File: config.mk
export PLATFORM = sky130hd
export DESIGN_NAME = cswt_top
export DESIGN_NICKNAME = d
export VERILOG_FILES = /design/src/rtl/cswt_pkg.sv /design/src/rtl/cswt_top.sv
export SDC_FILE = /design/constraint.sdc
export NUM_CORES = 1
export LEC_CHECK = 0
export BUFFER_PORTS_ARGS = -buffer_cell sky130_fd_sc_hd__buf_2
export CAP_MARGIN = 20
export CORE_ASPECT_RATIO = 1.4
export CORE_MARGIN = 3
export CORE_UTILIZATION = 50
export CTS_BUF_LIST = sky130_fd_sc_hd__clkbuf_16
export CTS_CLUSTER_DIAMETER = 50
export CTS_CLUSTER_SIZE = 8
export DETAILED_ROUTE_END_ITERATION = 6
export GPL_TIMING_DRIVEN = 0
export PLACE_DENSITY = 0.68
export SYNTH_ARGS = -nofsm -noshare
export SYNTH_HDL_FRONTEND = slang
export SYNTH_SLANG_ARGS = --single-unit
export TNS_END_PERCENT = 10
File: constraint.sdc
create_clock -name clk_sys -period 8.8 [get_ports clk_sys]
set_input_delay 1.76 -clock clk_sys [delete_from_list [all_inputs] [get_ports clk_sys]]
set_output_delay 1.76 -clock clk_sys [all_outputs]
set_load 0.01 [all_outputs]
File: src/rtl/cswt_pkg.sv
// Purpose: Shared constants, field layout and types of the cyclic sense
//          wake timer.
// Assumes: 125 MHz system clock; registers reached over 32-bit APB.
// Notes:   Timer periods and on-times are counted in 0.1 ms ticks.
package cswt_pkg;

    // Timing.
    localparam int unsigned CLK_MHZ  = 125;
    localparam int unsigned TICK_NS  = 100000;
    localparam int unsigned TICK_CYC = (TICK_NS * CLK_MHZ) / 1000;
    localparam int unsigned FILT_NS  = 16000;
    localparam int unsigned FILT_CYC = (FILT_NS * CLK_MHZ + 999) / 1000;
    localparam int unsigned CNT_W    = 15;
    localparam int unsigned FILT_W   = 11;

    // Sizes.
    localparam int unsigned N_TMR = 2;
    localparam int unsigned N_WK  = 3;
    localparam int unsigned N_HS  = 4;

    // Register byte offsets.
    localparam logic [7:0] ADDR_TMR1  = 8'h00;
    localparam logic [7:0] ADDR_TMR2  = 8'h04;
    localparam logic [7:0] ADDR_MAP1  = 8'h08;
    localparam logic [7:0] ADDR_MAP2  = 8'h0C;
    localparam logic [7:0] ADDR_WSRC  = 8'h10;
    localparam logic [7:0] ADDR_WST1  = 8'h14;
    localparam logic [7:0] ADDR_WST2  = 8'h18;
    localparam logic [7:0] ADDR_WLVL  = 8'h1C;
    localparam logic [7:0] ADDR_FAULT = 8'h20;

    // Field positions and codes.
    localparam int unsigned PER_LSB  = 0;
    localparam int unsigned ON_LSB   = 4;
    localparam int unsigned TWE_LSB  = 0;
    localparam int unsigned CSE_LSB  = 2;
    localparam int unsigned TSEL_LSB = 5;
    localparam int unsigned MAP_W    = 2;
    localparam logic [2:0] ON_OFF_HIGH = 3'h6;
    localparam logic [1:0] MAP_T1      = 2'h1;
    localparam logic [1:0] MAP_T2      = 2'h2;
    localparam logic [7:0] REG_RST     = 8'h00;

    // Device operating modes.
    localparam logic [1:0] MODE_NORMAL = 2'h0;
    localparam logic [1:0] MODE_STOP   = 2'h1;
    localparam logic [1:0] MODE_SLEEP  = 2'h2;
    localparam logic [1:0] MODE_FSAFE  = 2'h3;

    typedef struct packed {
        logic        psel;
        logic        penable;
        logic        pwrite;
        logic [7:0]  paddr;
        logic [31:0] pwdata;
    } cswt_apb_req_t;

    // Period in ticks; zero marks an unusable code.
    function automatic logic [CNT_W-1:0] cswt_per_ticks(input logic [2:0] s);
        case (s)
            3'h0:    return 15'h0064;
            3'h1:    return 15'h00C8;
            3'h2:    return 15'h01F4;
            3'h3:    return 15'h03E8;
            3'h4:    return 15'h07D0;
            3'h5:    return 15'h2710;
            3'h6:    return 15'h4E20;
            default: return 15'h0000;
        endcase
    endfunction

    // On-time in ticks; zero means the timer is off.
    function automatic logic [CNT_W-1:0] cswt_on_ticks(input logic [2:0] s);
        case (s)
            3'h1:    return 15'h0001;
            3'h2:    return 15'h0003;
            3'h3:    return 15'h000A;
            3'h4:    return 15'h0064;
            3'h5:    return 15'h00C8;
            default: return 15'h0000;
        endcase
    endfunction

endpackage

File: src/rtl/cswt_top.sv
// Purpose: Two cyclic timers driving high-side switches, cyclic sensing of
//          the wake inputs and cyclic wake interrupts, behind an APB slave.
// Assumes: dev_mode, sleep_req and hs_fault come from logic on clk_sys.
// Notes:   All timers share one 0.1 ms prescaler.
// How it works
// [RULE_01] A sensed wake input change wakes: interrupt, or supply rail restart.
// [RULE_02] A timer runs once a valid on-time is written, whatever else is set; the code also needs a valid period.
// [RULE_03] Software sets level, mapping, filter and pins, then period and on-time.
// [RULE_04] Off-low and off-high codes set the mapped switch level before sensing.
// [RULE_05] An on-time longer than the period sets the command fault flag.
// [RULE_06] The first sample is only a reference; later differences cause a wake.
// [RULE_07] A 16 us stable window after each on-time qualifies the sample.
// [RULE_08] A cyclic sense wake sets the flag of the input that changed.
// [RULE_09] In normal or stop, level status takes only sampled levels.
// [RULE_10] Fail-safe turns the switch off and falls back to static sensing.
// [RULE_11] A faulted switch turns off but its timer keeps running.
// [RULE_12] Software starts cyclic sense in normal mode before low-power modes.
// [RULE_13] A sleep request with any wake flag set restarts the device.
// [RULE_14] A timer enabled as wake source interrupts periodically in normal, stop.
// [RULE_15] Software disables timers, enables wake sources, then programs them.
// [RULE_16] Cyclic wake interrupts each on-time start except the first one.
// [RULE_17] Each switch may be mapped to either timer.
// [RULE_18] Seven periods: 10, 20, 50, 100, 200 ms, 1 s and 2 s.
// [RULE_19] On-times 0.1, 0.3, 1, 10, 20 ms, or off held high or low.
// [RULE_20] Writing a timer restarts it from the beginning of a period.
`timescale 1ns/1ns
`default_nettype none
module cswt_top #(
    parameter int unsigned TICK_CYC = cswt_pkg::TICK_CYC
) (
    // Clock, enable and reset
    input  wire logic                                  clk_sys,
    input  wire logic                                  ce,
    input  wire logic                                  rst_b,
    // APB slave
    input  wire cswt_pkg::cswt_apb_req_t               apb_req,
    output logic [31:0]                                prdata,
    output logic                                       pready,
    output logic                                       pslverr,
    // Device state
    input  wire logic [1:0]                            dev_mode,
    input  wire logic                                  sleep_req,
    input  wire logic [cswt_pkg::N_HS-1:0]             hs_fault,
    // Pins
    input  wire logic [cswt_pkg::N_WK-1:0]             wake_input_pin,
    output logic [cswt_pkg::N_HS-1:0]                  high_side_switch,
    // Wake outputs
    output logic                                       int_b,
    output logic                                       supply_wake,
    output logic                                       restart_req
);

    localparam int unsigned TW = $clog2(TICK_CYC + 1);
    localparam int unsigned NT = cswt_pkg::N_TMR;
    localparam int unsigned NW = cswt_pkg::N_WK;
    localparam int unsigned NH = cswt_pkg::N_HS;
    localparam int unsigned CW = cswt_pkg::CNT_W;
    localparam int unsigned FW = cswt_pkg::FILT_W;

    logic [7:0]    tmr_cfg_r [NT];
    logic [7:0]    map1_r;
    logic [7:0]    map2_r;
    logic [7:0]    wsrc_r;
    logic [NW-1:0] wst1_r;
    logic [NT-1:0] wst2_r;
    logic [NW-1:0] wlvl_r;
    logic          fault_r;
    logic          err_r;
    logic [TW-1:0] tick_cnt_r;
    logic          tick;
    logic [NT-1:0] tmr_wr;
    logic [NT-1:0] tmr_out;
    logic [NT-1:0] on_start;
    logic [NT-1:0] on_end;
    logic [NW-1:0] wk_evt;
    logic [NW-1:0] smp_vld;
    logic [NW-1:0] smp_lvl;
    logic [NW-1:0] wk_sync;
    logic [NW-1:0] cyc_en;
    logic [2*NH-1:0] sw_map;
    logic          acc;
    logic          wr;
    logic          low_pwr_off;
    logic          awake_mode;
    logic          fsafe;
    logic [31:0]   rd_val;
    logic          rd_err;

    assign acc = apb_req.psel && apb_req.penable;
    assign pready = acc && ce;
    assign pslverr = pready && err_r;
    assign wr = pready && apb_req.pwrite && !err_r;
    assign fsafe = (dev_mode == cswt_pkg::MODE_FSAFE);
    assign awake_mode = (dev_mode == cswt_pkg::MODE_NORMAL) ||
                        (dev_mode == cswt_pkg::MODE_STOP);
    assign low_pwr_off = !awake_mode;
    assign sw_map = {map2_r[3:0], map1_r[3:0]};
    assign tmr_wr[0] = wr && (apb_req.paddr == cswt_pkg::ADDR_TMR1);
    assign tmr_wr[1] = wr && (apb_req.paddr == cswt_pkg::ADDR_TMR2);

    // Read mux; the answer is captured in the setup cycle.
    always_comb begin
        rd_val = 32'h0000_0000;
        rd_err = 1'b0;
        case (apb_req.paddr)
            cswt_pkg::ADDR_TMR1:  rd_val[7:0] = tmr_cfg_r[0];
            cswt_pkg::ADDR_TMR2:  rd_val[7:0] = tmr_cfg_r[1];
            cswt_pkg::ADDR_MAP1:  rd_val[7:0] = map1_r;
            cswt_pkg::ADDR_MAP2:  rd_val[7:0] = map2_r;
            cswt_pkg::ADDR_WSRC:  rd_val[7:0] = wsrc_r;
            cswt_pkg::ADDR_WST1:  rd_val[NW-1:0] = wst1_r;
            cswt_pkg::ADDR_WST2:  rd_val[NT-1:0] = wst2_r;
            cswt_pkg::ADDR_WLVL:  rd_val[NW-1:0] = wlvl_r;
            cswt_pkg::ADDR_FAULT: rd_val[0] = fault_r;
            default:              rd_err = 1'b1;
        endcase
    end

    always_ff @(posedge clk_sys) begin
        if (!rst_b) begin
            prdata <= 32'h0000_0000;
            err_r  <= 1'b0;
        end else if (ce && apb_req.psel && !apb_req.penable) begin
            prdata <= apb_req.pwrite ? 32'h0000_0000 : rd_val;
            err_r  <= rd_err;
        end
    end

    // Configuration registers.
    always_ff @(posedge clk_sys) begin
        if (!rst_b) begin
            tmr_cfg_r[0] <= cswt_pkg::REG_RST;
            tmr_cfg_r[1] <= cswt_pkg::REG_RST;
            map1_r       <= cswt_pkg::REG_RST;
            map2_r       <= cswt_pkg::REG_RST;
            wsrc_r       <= cswt_pkg::REG_RST;
        end else if (ce) begin
            if (tmr_wr[0])
                tmr_cfg_r[0] <= apb_req.pwdata[7:0];
            if (tmr_wr[1])
                tmr_cfg_r[1] <= apb_req.pwdata[7:0];
            if (wr && apb_req.paddr == cswt_pkg::ADDR_MAP1)
                map1_r <= apb_req.pwdata[7:0];
            if (wr && apb_req.paddr == cswt_pkg::ADDR_MAP2)
                map2_r <= apb_req.pwdata[7:0];
            if (wr && apb_req.paddr == cswt_pkg::ADDR_WSRC)
                wsrc_r <= apb_req.pwdata[7:0];
        end
    end

    // Shared 0.1 ms prescaler.
    assign tick = (tick_cnt_r == TW'(TICK_CYC - 1));

    // A timer write realigns the prescaler so the first on-time is a full
    // tick; the other timer may see one stretched tick as the price.
    always_ff @(posedge clk_sys) begin
        if (!rst_b)
            tick_cnt_r <= '0;
        else if (ce)
            tick_cnt_r <= (tick || (|tmr_wr)) ? '0 : tick_cnt_r + 1'b1;
    end

    genvar t;
    generate
        for (t = 0; t < NT; t++) begin : g_tmr
            logic [CW-1:0] cnt_r;
            logic [CW-1:0] per;
            logic [CW-1:0] on;
            logic [CW-1:0] new_per;
            logic [CW-1:0] new_on;
            logic          run;
            logic          hold_hi;

            assign per = cswt_pkg::cswt_per_ticks(                    // [RULE_18]
                tmr_cfg_r[t][cswt_pkg::PER_LSB +: 3]);
            assign on = cswt_pkg::cswt_on_ticks(                      // [RULE_19]
                tmr_cfg_r[t][cswt_pkg::ON_LSB +: 3]);
            assign new_per = cswt_pkg::cswt_per_ticks(
                apb_req.pwdata[cswt_pkg::PER_LSB +: 3]);
            assign new_on = cswt_pkg::cswt_on_ticks(
                apb_req.pwdata[cswt_pkg::ON_LSB +: 3]);
            // Running needs only a valid on-time and period.
            assign run = (on != '0) && (per != '0);                   // [RULE_02]
            assign hold_hi = (tmr_cfg_r[t][cswt_pkg::ON_LSB +: 3] ==
                              cswt_pkg::ON_OFF_HIGH);
            // Off codes give a steady level so sensing starts without an edge.
            assign tmr_out[t] = run ? (cnt_r < on) : hold_hi;         // [RULE_04]
            // A wrap begins a new on-time; the first follows the write itself.
            assign on_start[t] = tick && run && (cnt_r == per - 1'b1); // [RULE_16]
            assign on_end[t] = tick && run && (cnt_r == on - 1'b1);

            always_ff @(posedge clk_sys) begin
                if (!rst_b)
                    cnt_r <= '0;
                else if (ce) begin
                    if (tmr_wr[t])
                        cnt_r <= '0;                                  // [RULE_20]
                    else if (tick && run)
                        cnt_r <= on_start[t] ? '0 : cnt_r + 1'b1;
                end
            end
        end
    endgenerate

    // Command fault: on-time longer than the period on a timer write.
    always_ff @(posedge clk_sys) begin
        if (!rst_b)
            fault_r <= 1'b0;
        else if (ce) begin
            if (|tmr_wr && (g_tmr[0].new_on > g_tmr[0].new_per))
                fault_r <= 1'b1;                                      // [RULE_05]
            else if (wr && apb_req.paddr == cswt_pkg::ADDR_FAULT &&
                     apb_req.pwdata[0])
                fault_r <= 1'b0;
        end
    end

    // Switch drive. A fault only gates the pin; the timer keeps counting.
    genvar h;
    generate
        for (h = 0; h < NH; h++) begin : g_hs
            logic [1:0] sel;
            logic       drv;
            assign sel = sw_map[h*cswt_pkg::MAP_W +: cswt_pkg::MAP_W];
            assign drv = (sel == cswt_pkg::MAP_T1) ? tmr_out[0] :     // [RULE_17]
                         (sel == cswt_pkg::MAP_T2) ? tmr_out[1] : 1'b0;
            always_ff @(posedge clk_sys) begin
                if (!rst_b)
                    high_side_switch[h] <= 1'b0;
                else if (ce)
                    high_side_switch[h] <= drv && !hs_fault[h] &&     // [RULE_11]
                                           !fsafe;                    // [RULE_10]
            end
        end
    endgenerate

    // Wake inputs: synchroniser, sampler and stability filter.
    genvar w;
    generate
        for (w = 0; w < NW; w++) begin : g_wk
            logic          s1_r;
            logic          s2_r;
            logic          busy_r;
            logic          flvl_r;
            logic          ref_r;
            logic          have_ref_r;
            logic [FW-1:0] fcnt_r;
            logic          tsel;
            logic          cyc;
            logic          start;
            logic          done;

            assign tsel = wsrc_r[cswt_pkg::TSEL_LSB + w];
            // Fail-safe drops back to continuous static sensing.
            assign cyc = wsrc_r[cswt_pkg::CSE_LSB + w] && !fsafe;     // [RULE_10]
            assign start = cyc ? on_end[tsel] :
                           (!busy_r && s2_r != ref_r);
            assign done = busy_r && (s2_r == flvl_r) && (fcnt_r == '0);
            assign wk_sync[w] = s2_r;
            assign cyc_en[w] = cyc;
            assign smp_vld[w] = done && cyc;
            assign smp_lvl[w] = flvl_r;
            assign wk_evt[w] = done && have_ref_r &&                  // [RULE_06]
                               (flvl_r != ref_r);                     // [RULE_07]

            always_ff @(posedge clk_sys) begin
                if (!rst_b) begin
                    s1_r <= 1'b0;
                    s2_r <= 1'b0;
                end else if (ce) begin
                    s1_r <= wake_input_pin[w];
                    s2_r <= s1_r;
                end
            end

            // The window opens at the end of the on-time; any change aborts.
            always_ff @(posedge clk_sys) begin
                if (!rst_b) begin
                    busy_r <= 1'b0;
                    flvl_r <= 1'b0;
                    fcnt_r <= '0;
                end else if (ce) begin
                    if (start) begin
                        busy_r <= 1'b1;                               // [RULE_07]
                        flvl_r <= s2_r;
                        fcnt_r <= FW'(cswt_pkg::FILT_CYC - 1);
                    end else if (busy_r) begin
                        if (s2_r != flvl_r || fcnt_r == '0)
                            busy_r <= 1'b0;
                        else
                            fcnt_r <= fcnt_r - 1'b1;
                    end
                end
            end

            always_ff @(posedge clk_sys) begin
                if (!rst_b) begin
                    ref_r      <= 1'b0;
                    have_ref_r <= 1'b0;
                end else if (ce) begin
                    if (tmr_wr[tsel] && cyc)
                        have_ref_r <= 1'b0;                           // [RULE_06]
                    else if (done) begin
                        ref_r      <= flvl_r;
                        have_ref_r <= 1'b1;
                    end
                end
            end
        end
    endgenerate

    // Level status follows only samples while sensing cyclically in normal or stop.
    always_ff @(posedge clk_sys) begin
        if (!rst_b)
            wlvl_r <= '0;
        else if (ce) begin
            for (int i = 0; i < NW; i++) begin
                if (!cyc_en[i] || low_pwr_off)
                    wlvl_r[i] <= wk_sync[i];
                else if (smp_vld[i])
                    wlvl_r[i] <= smp_lvl[i];                          // [RULE_09]
            end
        end
    end

    // Wake flags: a new event wins over a clear in the same cycle.
    always_ff @(posedge clk_sys) begin
        if (!rst_b) begin
            wst1_r <= '0;
            wst2_r <= '0;
        end else if (ce) begin
            wst1_r <= (wst1_r & ~((wr && apb_req.paddr ==
                       cswt_pkg::ADDR_WST1) ? apb_req.pwdata[NW-1:0] : '0))
                      | wk_evt;                                       // [RULE_08]
            wst2_r <= (wst2_r & ~((wr && apb_req.paddr ==
                       cswt_pkg::ADDR_WST2) ? apb_req.pwdata[NT-1:0] : '0))
                      | (on_start & wsrc_r[cswt_pkg::TWE_LSB +: NT]);
        end
    end

    // Wake signalling by mode.
    always_ff @(posedge clk_sys) begin
        if (!rst_b) begin
            int_b       <= 1'b1;
            supply_wake <= 1'b0;
            restart_req <= 1'b0;
        end else if (ce) begin
            int_b <= !(awake_mode && ((|wk_evt) ||                    // [RULE_01]
                     (|(on_start & wsrc_r[cswt_pkg::TWE_LSB +: NT])))); // [RULE_14]
            supply_wake <= low_pwr_off && (|wk_evt);                  // [RULE_01]
            restart_req <= sleep_req &&
                           ((|wst1_r) || (|wst2_r));                  // [RULE_13]
        end
    end

endmodule
`default_nettype wire

**Word level (Yosys, flattened, before mapping)**

Memories as Yosys holds them, arrays and structs flattened.
Index checks and enable logic that the tools add are counted.

- Bits in registers: 168
- RAM bits: 16
- Input bits: 56
- Output and inout bits: 41
- Word-level logic and storage cells: 369
- Memories: 1

- Add/subtract/negate cells: 10
- Order comparisons: 6
- Eq/ne operators: 73
- Mux-type cells: 89
- Bitwise operators: 12
- Reductions and logical operators: 136

Memories:

| name | words | bits a word | rd ports | clocked after memory_dff | write ports | RTL line | source |
|---|---|---|---|---|---|---|---|
| tmr_cfg_r | 2 | 8 | 2 | 0 | 2 | cswt_top.sv:60 | `logic [7:0] tmr_cfg_r [NT];` |

Operators with widths:

| kind | number |
|---|---|
| 15-bit case mux with 7 select lines | 3 |
| 8-bit case mux with 5 select lines | 3 |
| 11-bit 2-to-1 mux | 9 |
| 15-bit 2-to-1 mux | 6 |
| 15-bit equality test | 4 |
| 1-bit logical AND | 60 |
| 15-bit nonzero test | 4 |
| 15-bit by 1-bit subtractor with 15-bit output, second input constant | 4 |
| 1-bit 2-to-1 mux | 58 |
| 3-bit equality test, second input constant | 17 |
| 3-bit by 2-bit equality test with 1-bit output, second input constant | 12 |
| 11-bit zero test | 3 |
| 11-bit by 1-bit subtractor with 11-bit output, second input constant | 3 |
| 8-bit by 5-bit equality test with 1-bit output, second input constant | 4 |
| 15-bit by 1-bit adder with 15-bit output, second input constant | 2 |
| 15-bit < comparator | 2 |
| 2-bit AND reduction | 15 |
| 5-bit case mux with 5 select lines | 1 |
| 8-bit 2-to-1 mux | 3 |
| 2-bit nonzero test | 12 |
| 3-bit by 1-bit equality test with 1-bit output, second input constant | 6 |
| 3-bit AND reduction | 6 |
| 8-bit by 4-bit equality test with 1-bit output, second input constant | 2 |
| 15-bit > comparator | 1 |
| 32 further kinds | 86 |

**Depth between registers and ports, before layout**

An unclocked memory read counts as a cell.

- Word-level depth: 12
- Gate-level depth with buffers: 17
- Gate-level depth less buffers: 15

**Worst setup path before layout**

No wires, ideal clock.

- Path kind: in2out
- Start point: in ce
- End point: out pslverr
- Arrival: 2.434 ns
- Required time: 7.040 ns
- Setup slack: 4.606 ns
- Cell stages on the path: 3
- Path buffers: 1
- Path through: clkbuf_1 and3_1 and2_1

- Word-level cells in the longest chain between the ends: 2

Ends and longest elaborated chain:

| what | RTL line | source |
|---|---|---|
| start, declared | cswt_top.sv:33 | `input wire logic ce,` |
| 1-bit logical AND | cswt_top.sv:90 | `assign pready = acc && ce;` |
| net pready | cswt_top.sv:38 | `output logic pready,` |
| 1-bit logical AND | cswt_top.sv:91 | `assign pslverr = pready && err_r;` |
| end, declared | cswt_top.sv:39 | `output logic pslverr,` |

The timed path passes the listed nets, and every way through them passes these cells.

==> impl_results.md <==
* Status: complete, but fails checks
* Failing checks: DRC
* Cell Int Power at 1190 uW
* YS warnings at 0
* Initial Util at 51.1%
* Final Max Tran Viols at 0
* Unique masters post-synth at 75
* Routed WL at 29100 um
* Critical Path AT at 5.27 ns
* Clock sinks at 160
* Mapped Cells at 1262
* Core Box Area at 0.0199 mm^2
* P_sw at 474 uW
* Part of the power in registers at 45.3%
* Drt pass-1 iters at 7
* Post-cts hold buffer count at 0
* # nets final at 1451
* Vias/cell at 5.95
* Clock Tree Root: clkbuf_16
* Final Cell Area at 0.0114 mm^2
* Hold Crit Class: flop to flop
* Largest net degree at the start of global routing at 20
* Seq/Total Area, Yosys at 33.0%
* CTS tree: done
* Die Wd at 127 um
* Mux cell area share after synthesis at 5.33%
* All-Layer GR Usage at 25.7%
* Tightest Pin Transition at 1.14 ns
* Crit Path Class: flop to flop
* Antenna-violating nets left at 0
* Area share of fa/ha/maj cells after synthesis at 5.38%
* H-tree Lvls at 4
* Area fraction in and, or, nand and nor cells after synthesis at 26.1%
* FMAX at 204 MHz
* Clock share of power at 45.1%
* Residual DRC at 13
* Dpl cell area at 0.0108 mm^2
* Hold Fails Final Rpt at 0
* Initial DRC Count at 756
* Die H at 175 um
* Post-DP HPWL at 21800 um
* Ports at 97
* Fin Setup TNS at 0 ns
* Post_cts resized at 0
* Core Rows at 61
* Post-synthesis xor/xnor area fraction at 7.31%
* Startpoint Class: flop
* Post-Syn Area at 0.0102 mm^2
* Dominant cell type by area after synthesis: dfxtp_1
* Synth-to-layout area growth at 12.3%
* Fin crit period at 4.90 ns
* Ys async rst share at 0%
* Slew HR at 23.5%
* Final Setup Violations at 0
* Via Count at 9615
* PwrDens at 145 mW/mm^2
* Avg Inst Size Synth at 8.07 um^2
* RSZ-0062 raised after global routing: no
* Clock Skews at 0.0167 ns
* Max Root-Sink Buffers at 2
* Ranking of synthesized cells by area: dfxtp_1 28%, ha_1 5.3%, mux2i_1 5.1%
* Initial antenna violation count at 0
* Count leader, synth: dfxtp_1
* Fin crit share at 55.7%
* Average wire per standard cell at 18.0 um
* Share of cells above drive strength 1 at 9.38%
* Ys flop type: dfxtp_1
* N_diodes at 0
* Synth Area in Compound Gates at 15.8%
* Input/output buffers at 44
* Clk_lat worst skew at 0.44 ns
* Largest family of logic cells by synthesized area: simple AND/OR/NAND/NOR gates
* EDFF count, synth at 16
* Comb pwr share at 9.6%
* Tot Pwr at 1660 uW
* LEAKAGE at 0.00440 uW
* Clock Pin Slew Worst Setup and Hold Paths at 0.08 ns
* Die area at 0.0221 mm^2
* Flops & latches, synth at 160
* First-pass GRT wire length at 46000 um
* Synth top area share at 28.3%
* Commonest cells post-synth: 144 x dfxtp_1, 115 x nor2_1, 111 x nand2_1
* CP max FO at 10
* Switching power as a share of total power at 28.5%
* Vias in the first global route at 9076
* CP endpoint kind: flop
* Max-Cap Viols at 0
* Num CTS Buffers at 17
* Crit path required time at 9.17 ns
* Gr ovfl total at 0
* Setup Fix Bufs, Post-CTS at 0
* Worst vdd ir at 0.125 mV
* Gpl congestion at 0.975
## per-stage QoR
step | setup slack, ns | std cells | hold WS [ns] | utilization (%)
after CTS | 3.91 | 1617 | 0.461 | 57.4
after global placement | 3.49 | 1581 | 0.439 | 54.2
final | 3.90 | 1617 | 0.458 | 57.4
after floorplan | 4.61 | 1285 | 0.443 | -
after global routing | 3.47 | 1617 | 0.475 | 57.4
after detailed placement | 3.95 | 1585 | 0.449 | 54.4
## state kept, by name (all words and copies together) (netlist names), 4 cells and up
signal,cells
g_tmr.cnt_r,30
g_wk.fcnt_r,33
high_side_switch,4
map1_r,8
map2_r,8
prdata,8
tick_cnt_r,14
tmr_cfg_r,16
wsrc_r,8
## cell families after synthesis
group	Yosys count
buffers and inverters	161
adder cells (fa/ha/maj)	44
multiplexers	54
other	1
AND/OR/NAND/NOR	505
XOR/XNOR	85
flip-flops	160
AO/OA/AOI/OAI	252
## power by group through the flow
stage	Combinational [uW]	Sequential [uW]	Clock, uW
3_5_place_dp	155	770	0
2_1_floorplan	111	767	0
6_report	159	753	750
4_1_cts	156	753	754
5_1_grt	175	754	786
3_3_place_gp	154	770	0
## layout make-up
cell class	instances	area, um^2
buffer	100	482
clock buffer	17	425
clock inverter	15	181
fill	1860	8490
inverter	61	229
multi-input combinational	964	6190
sequential	160	3360
tap	252	315
timing repair buffer	48	248
## layer usage
layer  vias up  wire length (um)  track usage, %  share of wire (%)
met5         -                 0               0                  0
met4         0              1250            11.2                4.3
met3        93              1650            3.98                5.7
met2       377             14400            45.7                 50
met1      4498             11800            30.3                 40
li1       4647                 -               -                  -
## cell usage in the layout, fill, tap and decap left out, types with 16 or more instances in the layout
master / instances
a21oi_1: 89
and3_1: 21
buf_2: 46
buf_4: 27
clkbuf_1: 67
clkbuf_16: 17
conb_1: 24
dfxtp_1: 144
edfxtp_1: 16
ha_1: 43
inv_1: 60
mux2i_1: 52
nand2_1: 111
nand2b_1: 21
nand3_1: 46
nand3b_1: 18
nand4_1: 22
nor2_1: 115
nor3_1: 40
nor4_1: 18
o21ai_0: 57
xnor2_1: 51
xor2_1: 34
## critical path, cell delays in order, from the launching register on
cell and delay, ns:
edfxtp_1 0.49, clkbuf_1 0.49, inv_1 0.14, ha_1 0.45, nor4bb_1 0.56, or3_1 0.23
ha_1 0.24, xor2_1 0.15, a211o_1 0.28, nor4_1 0.20, nor4b_1 0.32, nand4_1 0.33
mux2i_1 0.27, o211ai_1 0.19, clkbuf_1 0.31, a21oi_1 0.19
## final timing paths
path                         from                 to  slack [ns]  depth (start not counted)
setup reg to reg  tmr_cfg_r[0][5]  g_wk[2].fcnt_r[7]        3.90                         15
hold reg to reg         prdata[2]          prdata[2]        0.46                          2
hold / removal          prdata[2]          prdata[2]        0.46                          2
setup / recovery  tmr_cfg_r[0][5]  g_wk[2].fcnt_r[7]        3.90                         15
Power figures use the tool's default switching activity.
